--- src/core/smr_pkg.sv ---
`default_nettype none
package smr_pkg;
  // ---------------------------------------------------------------
  // Parameter register offsets
  // ---------------------------------------------------------------
  localparam logic [15:0] ADDR_STOP_MODE = 16'h0140;
  localparam logic [15:0] ADDR_RSVD_A    = 16'h0142;
  localparam logic [15:0] ADDR_ACCEL     = 16'h0144;
  localparam logic [15:0] ADDR_DECEL     = 16'h0146;
  localparam logic [15:0] ADDR_SMOOTH    = 16'h0148;
  localparam logic [15:0] ADDR_INERTIA   = 16'h014A;
  localparam logic [15:0] ADDR_ZERO_SPD  = 16'h014C;
  // ---------------------------------------------------------------
  // Reset values
  // ---------------------------------------------------------------
  localparam logic [15:0] RST_STOP_MODE  = 16'h0000;
  localparam logic [15:0] RST_ACCEL      = 16'h00C8;
  localparam logic [15:0] RST_DECEL      = 16'h00C8;
  localparam logic [15:0] RST_SMOOTH     = 16'h0000;
  localparam logic [15:0] RST_INERTIA    = 16'h000A;
  localparam logic [15:0] RST_ZERO_SPD   = 16'h0064;
  // ---------------------------------------------------------------
  // Ranges and limits
  // ---------------------------------------------------------------
  localparam logic [15:0] RAMP_TIME_MIN  = 16'h0001;
  localparam logic [15:0] RAMP_TIME_MAX  = 16'hFFDC;
  localparam logic [15:0] STOP_MODE_MAX  = 16'h0020;
  localparam logic [15:0] ZERO_SPD_MAX   = 16'h07D0;
  localparam logic [15:0] INERTIA_MAX    = 16'h07D0;
  localparam logic [15:0] ANALOG_RAMP_MAX = 16'h4E20;
  localparam logic [15:0] ANALOG_SMTH_MAX = 16'h2710;
  localparam logic [15:0] SMOOTH_OFF     = 16'h0000;
  localparam logic [15:0] SMOOTH_COMP    = 16'h0001;
  localparam logic [15:0] LIMIT_INSTANT  = 16'h0001;
  // ---------------------------------------------------------------
  // Stop mode field
  // ---------------------------------------------------------------
  localparam int          STOP_CODE_LSB  = 0;
  localparam int          STOP_CODE_W    = 4;
  localparam logic [3:0]  STOP_BRAKE     = 4'h0;
  localparam logic [3:0]  STOP_COAST     = 4'h1;
  localparam logic [3:0]  STOP_BRK_COAST = 4'h2;
  // ---------------------------------------------------------------
  // Timing
  // ---------------------------------------------------------------
  localparam int TICK_PERIOD_MS = 1;
  localparam int CLK_PERIOD_NS  = 50;
  localparam int TICK_CYCLES    = TICK_PERIOD_MS * 1000000 / CLK_PERIOD_NS;

  typedef enum logic [1:0] {
    SMR_RUN   = 2'h0,
    SMR_LIMIT = 2'h1,
    SMR_BRAKE = 2'h3,
    SMR_COAST = 2'h2
  } smr_stop_t;

  // Speed step per tick: rated speed over ramp time, never zero
  function automatic logic [15:0] smr_ramp_step(input logic [15:0] rated, input logic [16:0] ms);
    logic [16:0] q;
    q = (ms == 17'h00000) ? {1'b0, rated} : {1'b0, rated} / ms;
    return (q == 17'h00000) ? 16'h0001 : q[15:0];
  endfunction
endpackage
`default_nettype wire

--- src/core/smr_ramp_if.sv ---
`timescale 1ns/100ps
`default_nettype none
interface smr_ramp_if;
  logic               tick;
  logic        [16:0] ramp_ms;
  logic signed [15:0] target;
  logic signed [15:0] spd_ref;
  logic        [15:0] rated;
  logic               bypass;
  logic               at_target;
  modport tickgen (output tick);
  modport ramp    (input tick, ramp_ms, target, rated, bypass, output spd_ref, at_target);
  modport ctrl    (input tick, spd_ref, at_target, output ramp_ms, target, rated, bypass);
endinterface
`default_nettype wire

--- src/core/smr_ramp.sv ---
`timescale 1ns/100ps
`default_nettype none
module smr_ramp (
  input wire logic core_clk_in,
  input wire logic rstn_in,
  smr_ramp_if.ramp rif
);
  import smr_pkg::*;
  logic signed [15:0] ref_q;
  logic signed [15:0] ref_d;
  logic signed [16:0] step_s;
  logic signed [16:0] diff;
  logic signed [16:0] up_v;
  logic signed [16:0] dn_v;

  assign step_s = $signed({1'b0, smr_ramp_step(rif.rated, rif.ramp_ms)});
  assign diff   = 17'(rif.target) - 17'(ref_q);
  assign up_v   = 17'(ref_q) + step_s;
  assign dn_v   = 17'(ref_q) - step_s;

  always_comb
  begin
    ref_d = ref_q;
    if (rif.bypass)
      ref_d = rif.target;
    else if (rif.tick && diff > step_s)
      ref_d = up_v[15:0];
    else if (rif.tick && diff < -step_s)
      ref_d = dn_v[15:0];
    else if (rif.tick)
      ref_d = rif.target;
  end

  always_ff @(posedge core_clk_in or negedge rstn_in)
    if (!rstn_in)
      ref_q <= 16'sh0000;
    else
      ref_q <= ref_d;

  assign rif.spd_ref   = ref_q;
  assign rif.at_target = (diff == 17'sh00000);
endmodule
`default_nettype wire

--- src/core/smr_stop_ramp.sv ---
`timescale 1ns/100ps
`default_nettype none
module smr_stop_ramp #(
  parameter int unsigned TICK_LEN = smr_pkg::TICK_CYCLES
) (
  input  wire logic               core_clk_in,
  input  wire logic               rstn_in,
  input  wire logic        [15:0] param_addr_in,
  input  wire logic        [15:0] param_wdata_in,
  input  wire logic               param_wr_in,
  output logic             [15:0] param_rdata_out,
  input  wire logic               servo_on_in,
  input  wire logic               servo_alarm_in,
  input  wire logic               emergency_stop_input_in,
  input  wire logic               clockwise_limit_in,
  input  wire logic               counterclockwise_limit_in,
  input  wire logic        [15:0] limit_fault_decel_time_in,
  input  wire logic               compensation_config_field_in,
  input  wire logic               analog_source_in,
  input  wire logic        [15:0] rated_speed_in,
  input  wire logic signed [15:0] speed_cmd_in,
  input  wire logic signed [15:0] motor_speed_in,
  output logic signed      [15:0] speed_ref_out,
  output logic                    dyn_brake_out,
  output logic                    drive_enable_out,
  output logic                    zero_speed_flag_out,
  output logic                    track_comp_en_out,
  output logic                    s_curve_active_out,
  output logic                    ramp_bypass_out,
  output smr_pkg::smr_stop_t      stop_state_out
);
  import smr_pkg::*;

  // ---------------------------------------------------------------
  // Parameter registers
  // ---------------------------------------------------------------
  logic [15:0] stop_mode_setting_q;
  logic [15:0] accel_ramp_time_q;
  logic [15:0] decel_ramp_time_q;
  logic [15:0] smoothing_time_field_q;
  logic [15:0] load_inertia_ratio_q;
  logic [15:0] zero_speed_threshold_q;
  logic [15:0] rdata_q;
  logic [15:0] rdata_d;
  logic        wr_stop;
  logic        wr_acc;
  logic        wr_dec;
  logic        wr_smooth;
  logic        wr_inertia;
  logic        wr_zero;

  function automatic logic ramp_time_ok(input logic [15:0] v);
    return (v >= RAMP_TIME_MIN) && (v <= RAMP_TIME_MAX);
  endfunction

  function automatic logic hit(input logic [15:0] a, input logic [15:0] off);
    return param_wr_in && (a == off);
  endfunction

  // Out-of-range writes are dropped
  assign wr_stop    = hit(param_addr_in, ADDR_STOP_MODE) && (param_wdata_in <= STOP_MODE_MAX);
  assign wr_acc     = hit(param_addr_in, ADDR_ACCEL) && ramp_time_ok(param_wdata_in);
  assign wr_dec     = hit(param_addr_in, ADDR_DECEL) && ramp_time_ok(param_wdata_in);
  assign wr_smooth  = hit(param_addr_in, ADDR_SMOOTH) && (param_wdata_in <= RAMP_TIME_MAX);
  assign wr_inertia = hit(param_addr_in, ADDR_INERTIA) && (param_wdata_in <= INERTIA_MAX);
  assign wr_zero    = hit(param_addr_in, ADDR_ZERO_SPD) && (param_wdata_in <= ZERO_SPD_MAX);

  always_ff @(posedge core_clk_in or negedge rstn_in)
    if (!rstn_in)
    begin
      stop_mode_setting_q    <= RST_STOP_MODE;
      accel_ramp_time_q      <= RST_ACCEL;
      decel_ramp_time_q      <= RST_DECEL;
      smoothing_time_field_q <= RST_SMOOTH;
      load_inertia_ratio_q   <= RST_INERTIA;
      zero_speed_threshold_q <= RST_ZERO_SPD;
    end
    else
    begin
      if (wr_stop)    stop_mode_setting_q    <= param_wdata_in;
      if (wr_acc)     accel_ramp_time_q      <= param_wdata_in;
      if (wr_dec)     decel_ramp_time_q      <= param_wdata_in;
      if (wr_smooth)  smoothing_time_field_q <= param_wdata_in;
      if (wr_inertia) load_inertia_ratio_q   <= param_wdata_in;
      if (wr_zero)    zero_speed_threshold_q <= param_wdata_in;
    end

  // ---------------------------------------------------------------
  // Read-back
  // ---------------------------------------------------------------
  assign rdata_d = (param_addr_in == ADDR_STOP_MODE) ? stop_mode_setting_q    :
                   (param_addr_in == ADDR_ACCEL)     ? accel_ramp_time_q      :
                   (param_addr_in == ADDR_DECEL)     ? decel_ramp_time_q      :
                   (param_addr_in == ADDR_SMOOTH)    ? smoothing_time_field_q :
                   (param_addr_in == ADDR_INERTIA)   ? load_inertia_ratio_q   :
                   (param_addr_in == ADDR_ZERO_SPD)  ? zero_speed_threshold_q : 16'h0000;

  always_ff @(posedge core_clk_in or negedge rstn_in)
    if (!rstn_in)
      rdata_q <= 16'h0000;
    else
      rdata_q <= rdata_d;

  assign param_rdata_out = rdata_q;

  // ---------------------------------------------------------------
  // Zero-speed detect
  // ---------------------------------------------------------------
  logic [15:0] speed_mag;
  logic        zero_now;
  logic        zero_q;

  assign speed_mag = motor_speed_in[15] ? 16'(-motor_speed_in) : motor_speed_in;
  assign zero_now  = (speed_mag <= zero_speed_threshold_q);

  always_ff @(posedge core_clk_in or negedge rstn_in)
    if (!rstn_in)
      zero_q <= 1'b0;
    else
      zero_q <= zero_now;

  assign zero_speed_flag_out = zero_q;

  // ---------------------------------------------------------------
  // Effective ramp times
  // ---------------------------------------------------------------
  logic [15:0] eff_acc;
  logic [15:0] eff_dec;
  logic [15:0] eff_smooth;
  logic        smooth_on;
  logic        analog_bypass;
  logic        comp_d;

  assign eff_acc    = (analog_source_in && accel_ramp_time_q > ANALOG_RAMP_MAX) ?
                      ANALOG_RAMP_MAX : accel_ramp_time_q;
  assign eff_dec    = (analog_source_in && decel_ramp_time_q > ANALOG_RAMP_MAX) ?
                      ANALOG_RAMP_MAX : decel_ramp_time_q;
  assign eff_smooth = (analog_source_in && smoothing_time_field_q > ANALOG_SMTH_MAX) ?
                      ANALOG_SMTH_MAX : smoothing_time_field_q;
  assign smooth_on  = (eff_smooth > SMOOTH_COMP);
  assign analog_bypass = analog_source_in && (smoothing_time_field_q == SMOOTH_OFF);
  assign comp_d     = (smoothing_time_field_q == SMOOTH_OFF)  ? 1'b0 :
                      (smoothing_time_field_q == SMOOTH_COMP) ? 1'b1 :
                      compensation_config_field_in;

  // ---------------------------------------------------------------
  // Stop sequencer
  // ---------------------------------------------------------------
  smr_stop_t   state_q;
  smr_stop_t   state_d;
  smr_stop_t   stop_entry;
  logic [3:0]  stop_code;
  logic        stop_req;
  logic        limit_fault;

  assign stop_code   = stop_mode_setting_q[STOP_CODE_LSB +: STOP_CODE_W];
  assign stop_req    = !servo_on_in || servo_alarm_in || emergency_stop_input_in;
  assign limit_fault = clockwise_limit_in || counterclockwise_limit_in;
  assign stop_entry  = (stop_code == STOP_COAST) ? SMR_COAST : SMR_BRAKE;

  always_comb
  begin
    state_d = state_q;
    case (state_q)
      SMR_RUN:
        if (stop_req)
          state_d = stop_entry;
        else if (limit_fault)
          state_d = SMR_LIMIT;
      SMR_LIMIT:
        if (stop_req)
          state_d = stop_entry;
        else if (!limit_fault)
          state_d = SMR_RUN;
      SMR_BRAKE:
        if (!stop_req)
          state_d = SMR_RUN;
        else if (stop_code == STOP_BRK_COAST && zero_q)
          state_d = SMR_COAST;
      SMR_COAST:
        if (!stop_req)
          state_d = SMR_RUN;
      default:
        state_d = SMR_BRAKE;
    endcase
  end

  logic brake_q;
  logic drive_q;
  logic comp_q;

  always_ff @(posedge core_clk_in or negedge rstn_in)
    if (!rstn_in)
    begin
      state_q <= SMR_BRAKE;
      brake_q <= 1'b1;
      drive_q <= 1'b0;
      comp_q  <= 1'b0;
    end
    else
    begin
      state_q <= state_d;
      brake_q <= (state_d == SMR_BRAKE);
      drive_q <= (state_d == SMR_RUN) || (state_d == SMR_LIMIT);
      comp_q  <= comp_d;
    end

  assign dyn_brake_out     = brake_q;
  assign drive_enable_out  = drive_q;
  assign track_comp_en_out = comp_q;
  assign stop_state_out    = state_q;

  // ---------------------------------------------------------------
  // Ramp control
  // ---------------------------------------------------------------
  smr_ramp_if rif ();

  logic        accelerating;
  logic        limit_instant;
  logic        in_limit;
  logic [15:0] base_ms;
  logic [15:0] add_ms;
  logic [16:0] total_ms;

  assign in_limit      = (state_q == SMR_LIMIT);
  assign limit_instant = in_limit && (limit_fault_decel_time_in <= LIMIT_INSTANT);
  assign accelerating  = (rif.spd_ref >= 16'sh0000 && rif.target > rif.spd_ref) ||
                         (rif.spd_ref <= 16'sh0000 && rif.target < rif.spd_ref);
  assign base_ms  = in_limit     ? limit_fault_decel_time_in :
                    accelerating ? eff_acc : eff_dec;
  assign add_ms   = (smooth_on && !in_limit) ? eff_smooth : 16'h0000;
  assign total_ms = {1'b0, base_ms} + {1'b0, add_ms};

  assign rif.ramp_ms = total_ms;
  assign rif.rated   = rated_speed_in;
  assign rif.target  = (state_q == SMR_RUN) ? speed_cmd_in : 16'sh0000;
  assign rif.bypass  = (state_q == SMR_BRAKE) || (state_q == SMR_COAST) ||
                       limit_instant || analog_bypass;

  smr_tick_gen #(
    .TICK_LEN (TICK_LEN)
  ) u_tick (
    .core_clk_in (core_clk_in),
    .rstn_in     (rstn_in),
    .rif         (rif.tickgen)
  );

  smr_ramp u_ramp (
    .core_clk_in (core_clk_in),
    .rstn_in     (rstn_in),
    .rif         (rif.ramp)
  );

  assign speed_ref_out      = rif.spd_ref;
  assign s_curve_active_out = smooth_on;
  assign ramp_bypass_out    = rif.bypass;
endmodule
`default_nettype wire

--- src/core/smr_tick_gen.sv ---
`timescale 1ns/100ps
`default_nettype none
module smr_tick_gen #(
  parameter int unsigned TICK_LEN = smr_pkg::TICK_CYCLES
) (
  input wire logic core_clk_in,
  input wire logic rstn_in,
  smr_ramp_if.tickgen rif
);
  import smr_pkg::*;
  logic [31:0] cnt_q;
  logic        wrap;

  assign wrap     = (cnt_q == 32'(TICK_LEN - 1));
  assign rif.tick = wrap;

  always_ff @(posedge core_clk_in or negedge rstn_in)
    if (!rstn_in)
      cnt_q <= 32'h00000000;
    else
      cnt_q <= wrap ? 32'h00000000 : cnt_q + 32'h00000001;
endmodule
`default_nettype wire

--- config.mk ---
export PLATFORM = sky130hd
export DESIGN_NAME = smr_stop_ramp
export DESIGN_NICKNAME = d
export VERILOG_FILES = /design/src/core/smr_pkg.sv /design/src/core/smr_ramp_if.sv /design/src/core/smr_ramp.sv /design/src/core/smr_stop_ramp.sv /design/src/core/smr_tick_gen.sv
export SDC_FILE = /design/constraint.sdc
export NUM_CORES = 1
export LEC_CHECK = 0
export ABC_AREA = 1
export BUFFER_PORTS_ARGS = -buffer_cell sky130_fd_sc_hd__buf_2
export CORE_MARGIN = 2
export CORE_UTILIZATION = 55
export DETAILED_ROUTE_END_ITERATION = 12
export GPL_TIMING_DRIVEN = 1
export PLACE_DENSITY = 0.72
export SYNTH_ARGS = -nofsm -noshare
export SYNTH_HDL_FRONTEND = slang
export SYNTH_HIERARCHICAL = 1
export SYNTH_SLANG_ARGS = --single-unit
--- constraint.sdc ---
create_clock -name core_clk_in -period 74.2 [get_ports core_clk_in]
set_clock_uncertainty 0.05 [all_clocks]
set_input_delay 14.84 -clock core_clk_in [delete_from_list [all_inputs] [get_ports core_clk_in]]
set_output_delay 14.84 -clock core_clk_in [all_outputs]
set_load 0.03 [all_outputs]
Word-level counts from Yosys, hierarchy flattened
Index checks and enable logic that the tools add are counted.

Register bits after elaboration: 166. Latch bits: 0. RAM bits: 0. ROM bits: 0. Input port bits: 106. Output and inout bits: 40. Logic and storage cells: 125. Memories kept: 0.

Add/sub/neg operators: 7. $mul: 0. Div/mod/pow operators: 1. $lt $le $gt $ge: 16. Eq/ne operators: 15. Shift operators: 0. Mux-type cells: 32. Bitwise gates (word level): 0. Reduce and logical (&&, ||, !) cells: 40.

Operator list (count): 2-to-1 mux 16 bit (19); equality test 16 x 9 -> 1 bit, second input constant (6); zero test 17 bit (2); adder 32 x 1 -> 32 bit, second input constant (1); equality test 32 x 15 -> 1 bit, second input constant (1); >= comparator 16 x 1 -> 1 bit, second input constant (2); greater-than comparator 16 x 15 -> 1 bit, second input constant (2); less-or-equal comparator 16 x 1 -> 1 bit, second input constant (2); 2-to-1 mux 32 bit (1); logical AND 1 bit (24); adder 16 x 16 -> 17 bit (1); divider 16 x 17 -> 17 bit (1); greater-than comparator 17 bit (1); less-than comparator 17 bit (1); 2-to-1 mux 17 bit (1); negation 16 -> 17 bit (1); subtractor 16 x 16 -> 17 bit (1); adder 16 bit (1); equality test 16 x 1 -> 1 bit, second input constant (1); greater-than comparator 16 x 1 -> 1 bit, second input constant (1); greater-than comparator 16 x 14 -> 1 bit, second input constant (1); greater-than comparator 16 bit (1); less-or-equal comparator 16 x 11 -> 1 bit, second input constant (1); less-or-equal comparator 16 bit (1); other kinds (17) (37).

Logic depth before layout (Yosys ltp)
Depth after elaboration: 18. Mapped depth: 245. Gate-level depth less buffers: 239.

Cells and area by module
Netlist, hierarchy kept.

Modules (own cells, without submodules): smr_ramp (times used 1, cells each 2088, area an instance 12653.4 um2, seq. area each 400.4 um2); smr_stop_ramp (times used 1, cells each 1201, area an instance 8469.4 um2, seq. area each 2970.3 um2); smr_tick_gen (times used 1, cells each 304, area an instance 1984.4 um2, seq. area each 800.8 um2).

Least setup slack after synthesis
Ideal clock, no wire load.

Kind: input -> register. Start point: in speed_cmd_in[11]. End point: reg u_ramp.ref_q[0] (netlist: u_ramp/rif.spd_ref[0]). Setup time: 0.130 ns. Data arrival time: 42.794 ns. Required time: 74.020 ns. Slack: 31.226 ns. Cell stages on the path: 219. Buffers on the path: 10. Cell sequence: inv_1 nor2_1 ha_1 nand2_1 inv_1 nand2_1 nand2_1 a21oi_1 nand4_2 nand2_2 nand2_2 nand2_1 nand2_1 nand3_1 nand2_1 ha_1 fa_1 nand2_1 [... 183 more ...] nand3_1 nor2_1 nand2_1 nor2_1 inv_1 o21ai_1 nand2_1 ha_1 a21oi_1 nor2_1 a2111oi_0 nand3_1 or2_2 nand3_1 clkbuf_1 a21oi_1 o211ai_1 o21ai_0.

Longest elaborated chain between the ends: 17. Elaborated cells on any way between the ends: 26. Classes of those cells: add/sub: 5; div: 1; order compare: 4; mux: 8; reduce/logical: 8.

Ends and longest elaborated chain: start: declaration (RTL line smr_stop_ramp.sv:21) `input wire logic signed [15:0] speed_cmd_in,`; 2-to-1 mux 16 bit (*) (RTL line smr_stop_ramp.sv:236) `assign rif.target = (state_q == SMR_RUN) ? speed_cmd_in : 16'sh0000;`; via rif.target[11] (RTL line smr_ramp_if.sv:6) `logic signed [15:0] target;`; greater-than comparator 16 bit / less-than comparator 16 bit (equally long branches) (RTL line smr_stop_ramp.sv:227, smr_stop_ramp.sv:228); logical AND 1 bit (on tied branches) (RTL line smr_stop_ramp.sv:227, smr_stop_ramp.sv:228); logical OR 1 bit (*) (RTL line smr_stop_ramp.sv:227) `assign accelerating = (rif.spd_ref >= 16'sh0000 && rif.target > rif.spd_ref) ||`; 2-to-1 mux 16 bit (*) (RTL line smr_stop_ramp.sv:230) `accelerating ? eff_acc : eff_dec;`; 2-to-1 mux 16 bit (*) (RTL line smr_stop_ramp.sv:229) `assign base_ms = in_limit ? limit_fault_decel_time_in :`; adder 16 x 16 -> 17 bit (*) (RTL line smr_stop_ramp.sv:232) `assign total_ms = {1'b0, base_ms} + {1'b0, add_ms};`; via rif.ramp_ms[10] (RTL line smr_ramp_if.sv:5) `logic [16:0] ramp_ms;`; [... 2 more ...]; zero test 17 bit (RTL line smr_pkg.sv:61) `return (q == 17'h00000) ? 16'h0001 : q[15:0];`; 2-to-1 mux 16 bit (*) (RTL line smr_pkg.sv:61); negation 16 -> 17 bit (RTL line smr_ramp.sv:28) `else if (rif.tick && diff < -step_s)`; less-than comparator 17 bit (RTL line smr_ramp.sv:28); logical AND 1 bit (RTL line smr_ramp.sv:28); 2-to-1 mux 16 bit (RTL line smr_ramp.sv:28); 2-to-1 mux 16 bit (RTL line smr_ramp.sv:26) `else if (rif.tick && diff > step_s)`; 2-to-1 mux 16 bit (RTL line smr_ramp.sv:24) `if (rif.bypass)`; end signal: assignment (RTL line smr_ramp.sv:38) `ref_q <= ref_d;`; end: declaration (RTL line smr_ramp.sv:9) `logic signed [15:0] ref_q;`.

Mark *: on every way through the listed nets, which the timed path passes. The rest lies on a longest branch. A chain may end at the register's enable or synchronous reset.

Final worst setup path
Start point: in speed_cmd_in[14]. End point: reg u_ramp.ref_q[15] (netlist: u_ramp/rif.spd_ref[15]).

Same word-level chain as after synthesis.

==> metrics.txt <==
status=finished clean; Worst Path Required=74.47 ns; startpoint types=primary input; maxcap violations=0; final worst-path cycle share=0.675; I/O pins=146; Post-Synthesis Cells=3,585; first-pass GRT wire length=111 mm; CTS tree=built; Die X=209 um; Achievable Freq=0.0200 GHz; Initial DRT Pass Iterations=5; Post-Syn Nets=3,977; Avg Vias per Cell=5.52; Clock Sink Count=166; Slew HR=0.268; most common cell after layout, fill and taps aside=nand2_1; post-CTS resize count=0; Initial Util=0.554; RSZ-0062 raised after global routing=false; Slew @ Worst Pin=1.09 ns; Die ar.=43,600 sq um; post-CTS setup buffers=0; CP Class=in2reg; synthesized area per cell=6.43 sq um; vias in the first global route=21,500; clock buffer depth=2; GRT overflow=0; most frequent cells in the layout=nand2_1, inv_1, ha_1, nand3_1, nor2_1; # DRC=0; core area=41,700 sq um; Setup TNS=0 ns; GRT Resource Usage Total=0.316; initial antenna violation count=0; number of routed nets with antenna violations=0; DRT Wirelength=69.4 mm; Yosys warning total=6; DPL Wire Length=55.9 mm; layout cells sized above 1=0.109; clock slew at reported path FFs=0.08 ns; final hold vios=0; Storage cell area=4170 sq um; initial detailed-routing violation count=2,054; area grow syn2layout=6.88%; Die Height=209 um; Critical Path AT=50.35 ns; H-tree depth=4; filler instances=4,195; delay of the slowest cell on the worst path=0.63 ns; Cell Area, Synth=23,100 sq um; GPL Wtd Cong=0.989; largest net degree at the start of global routing=100; Final Max Tran Viols=0; hold_buf cts=0; Worst-Skew Late Latency=0.45 ns; Avg WL per Cell=16.4 um; PortBufs=145; area occupied by multi-input gates=16,200 sq um; count of final setup violators=0; Most common cell on crit path=nand2_1; slowest stage cell, crit path=nand3_1; CTS buffer count=17; Hold Path Class=reg2reg; Root Driver=clkbuf_16; DR vias=23,300; CP Max Fanout=24; row cnt=75; min Tclk post-route=50.07 ns; Final #Nets=4,070; crit end category=flop
## metal layers
| layer | vias to the layer above | track usage | part of all wire |
|---|---|---|---|
| met3 | 147 | 0.0388 | 0.066 |
| li1 | 11900 | - | - |
| met5 | - | 0 | 0 |
| met4 | 0 | 0.112 | 0.035 |
| met1 | 10500 | 0.440 | 0.45 |
| met2 | 809 | 0.507 | 0.45 |
## sequential cells by signal (all words and copies together) (netlist names)
name / count
zero_speed_threshold_q: 16
load_inertia_ratio_q: 16
accel_ramp_time_q: 16
smoothing_time_field_q: 16
track_comp_en_out: 1
zero_speed_flag_out: 1
u_tick/cnt_q: 32
stop_state_out: 2
stop_mode_setting_q: 16
dyn_brake_out: 1
decel_ramp_time_q: 16
param_rdata_out: 16
u_ramp/rif.spd_ref: 16
drive_enable_out: 1
## worst paths after layout
check	start	endpoint	slack (ns)	depth (start not counted)
min in group asynchronous	rstn_in	u_tick/cnt_q[2]$_DFF_PN0_	14.45	1
worst max-delay path	speed_cmd_in[14]	u_ramp/rif.spd_ref[15]$_DFFE_PN0P_	24.13	201
worst max register to register	stop_state_out[1]$_DFF_PN1_	u_ramp/rif.spd_ref[15]$_DFFE_PN0P_	37.82	201
max in group asynchronous	rstn_in	load_inertia_ratio_q[11]$_DFFE_PN0P_	58.22	2
worst min-delay path	u_tick/cnt_q[0]$_DFF_PN0_	u_tick/cnt_q[0]$_DFF_PN0_	0.42	1
worst min register to register	u_tick/cnt_q[0]$_DFF_PN0_	u_tick/cnt_q[0]$_DFF_PN0_	0.42	1
## through the flow
stage / hold WS [ns] / area, sq um / cells / worst slack [ns] / utilization
2_1_floorplan: 0.382 / 23100 / 3585 / 31.23 / -
3_3_place_gp: 0.404 / 24100 / 4198 / 24.95 / 0.578
6_report: 0.416 / 24600 / 4231 / 24.13 / 0.592
5_1_grt: 0.438 / 24600 / 4230 / 19.91 / 0.592
4_1_cts: 0.424 / 24600 / 4230 / 24.48 / 0.592
3_5_place_dp: 0.414 / 24100 / 4198 / 24.07 / 0.578
## final cells by class
cell class	count	area share
flip-flops and latches	166	0.169
multi-input cells	2756	0.659
clock inverters	15	0.00548
inverters	583	0.0894
diodes	1	0.000102
well taps	539	0.0274
clock buffers	17	0.0173
repair buffers	154	0.0324
## critical path: cells and delay by family
kind	cells	cell delay [ns]
XOR/XNOR	1	0.24
buffers and inverters	31	5.29
adder cells (fa/ha/maj)	20	6.15
AND/OR/NAND/NOR	113	16.24
AO/OA/AOI/OAI	36	7.51
Power is left out: the tool's default activity adds up to more than one toggle a clock period on the data nets, which glitch-free logic cannot reach.
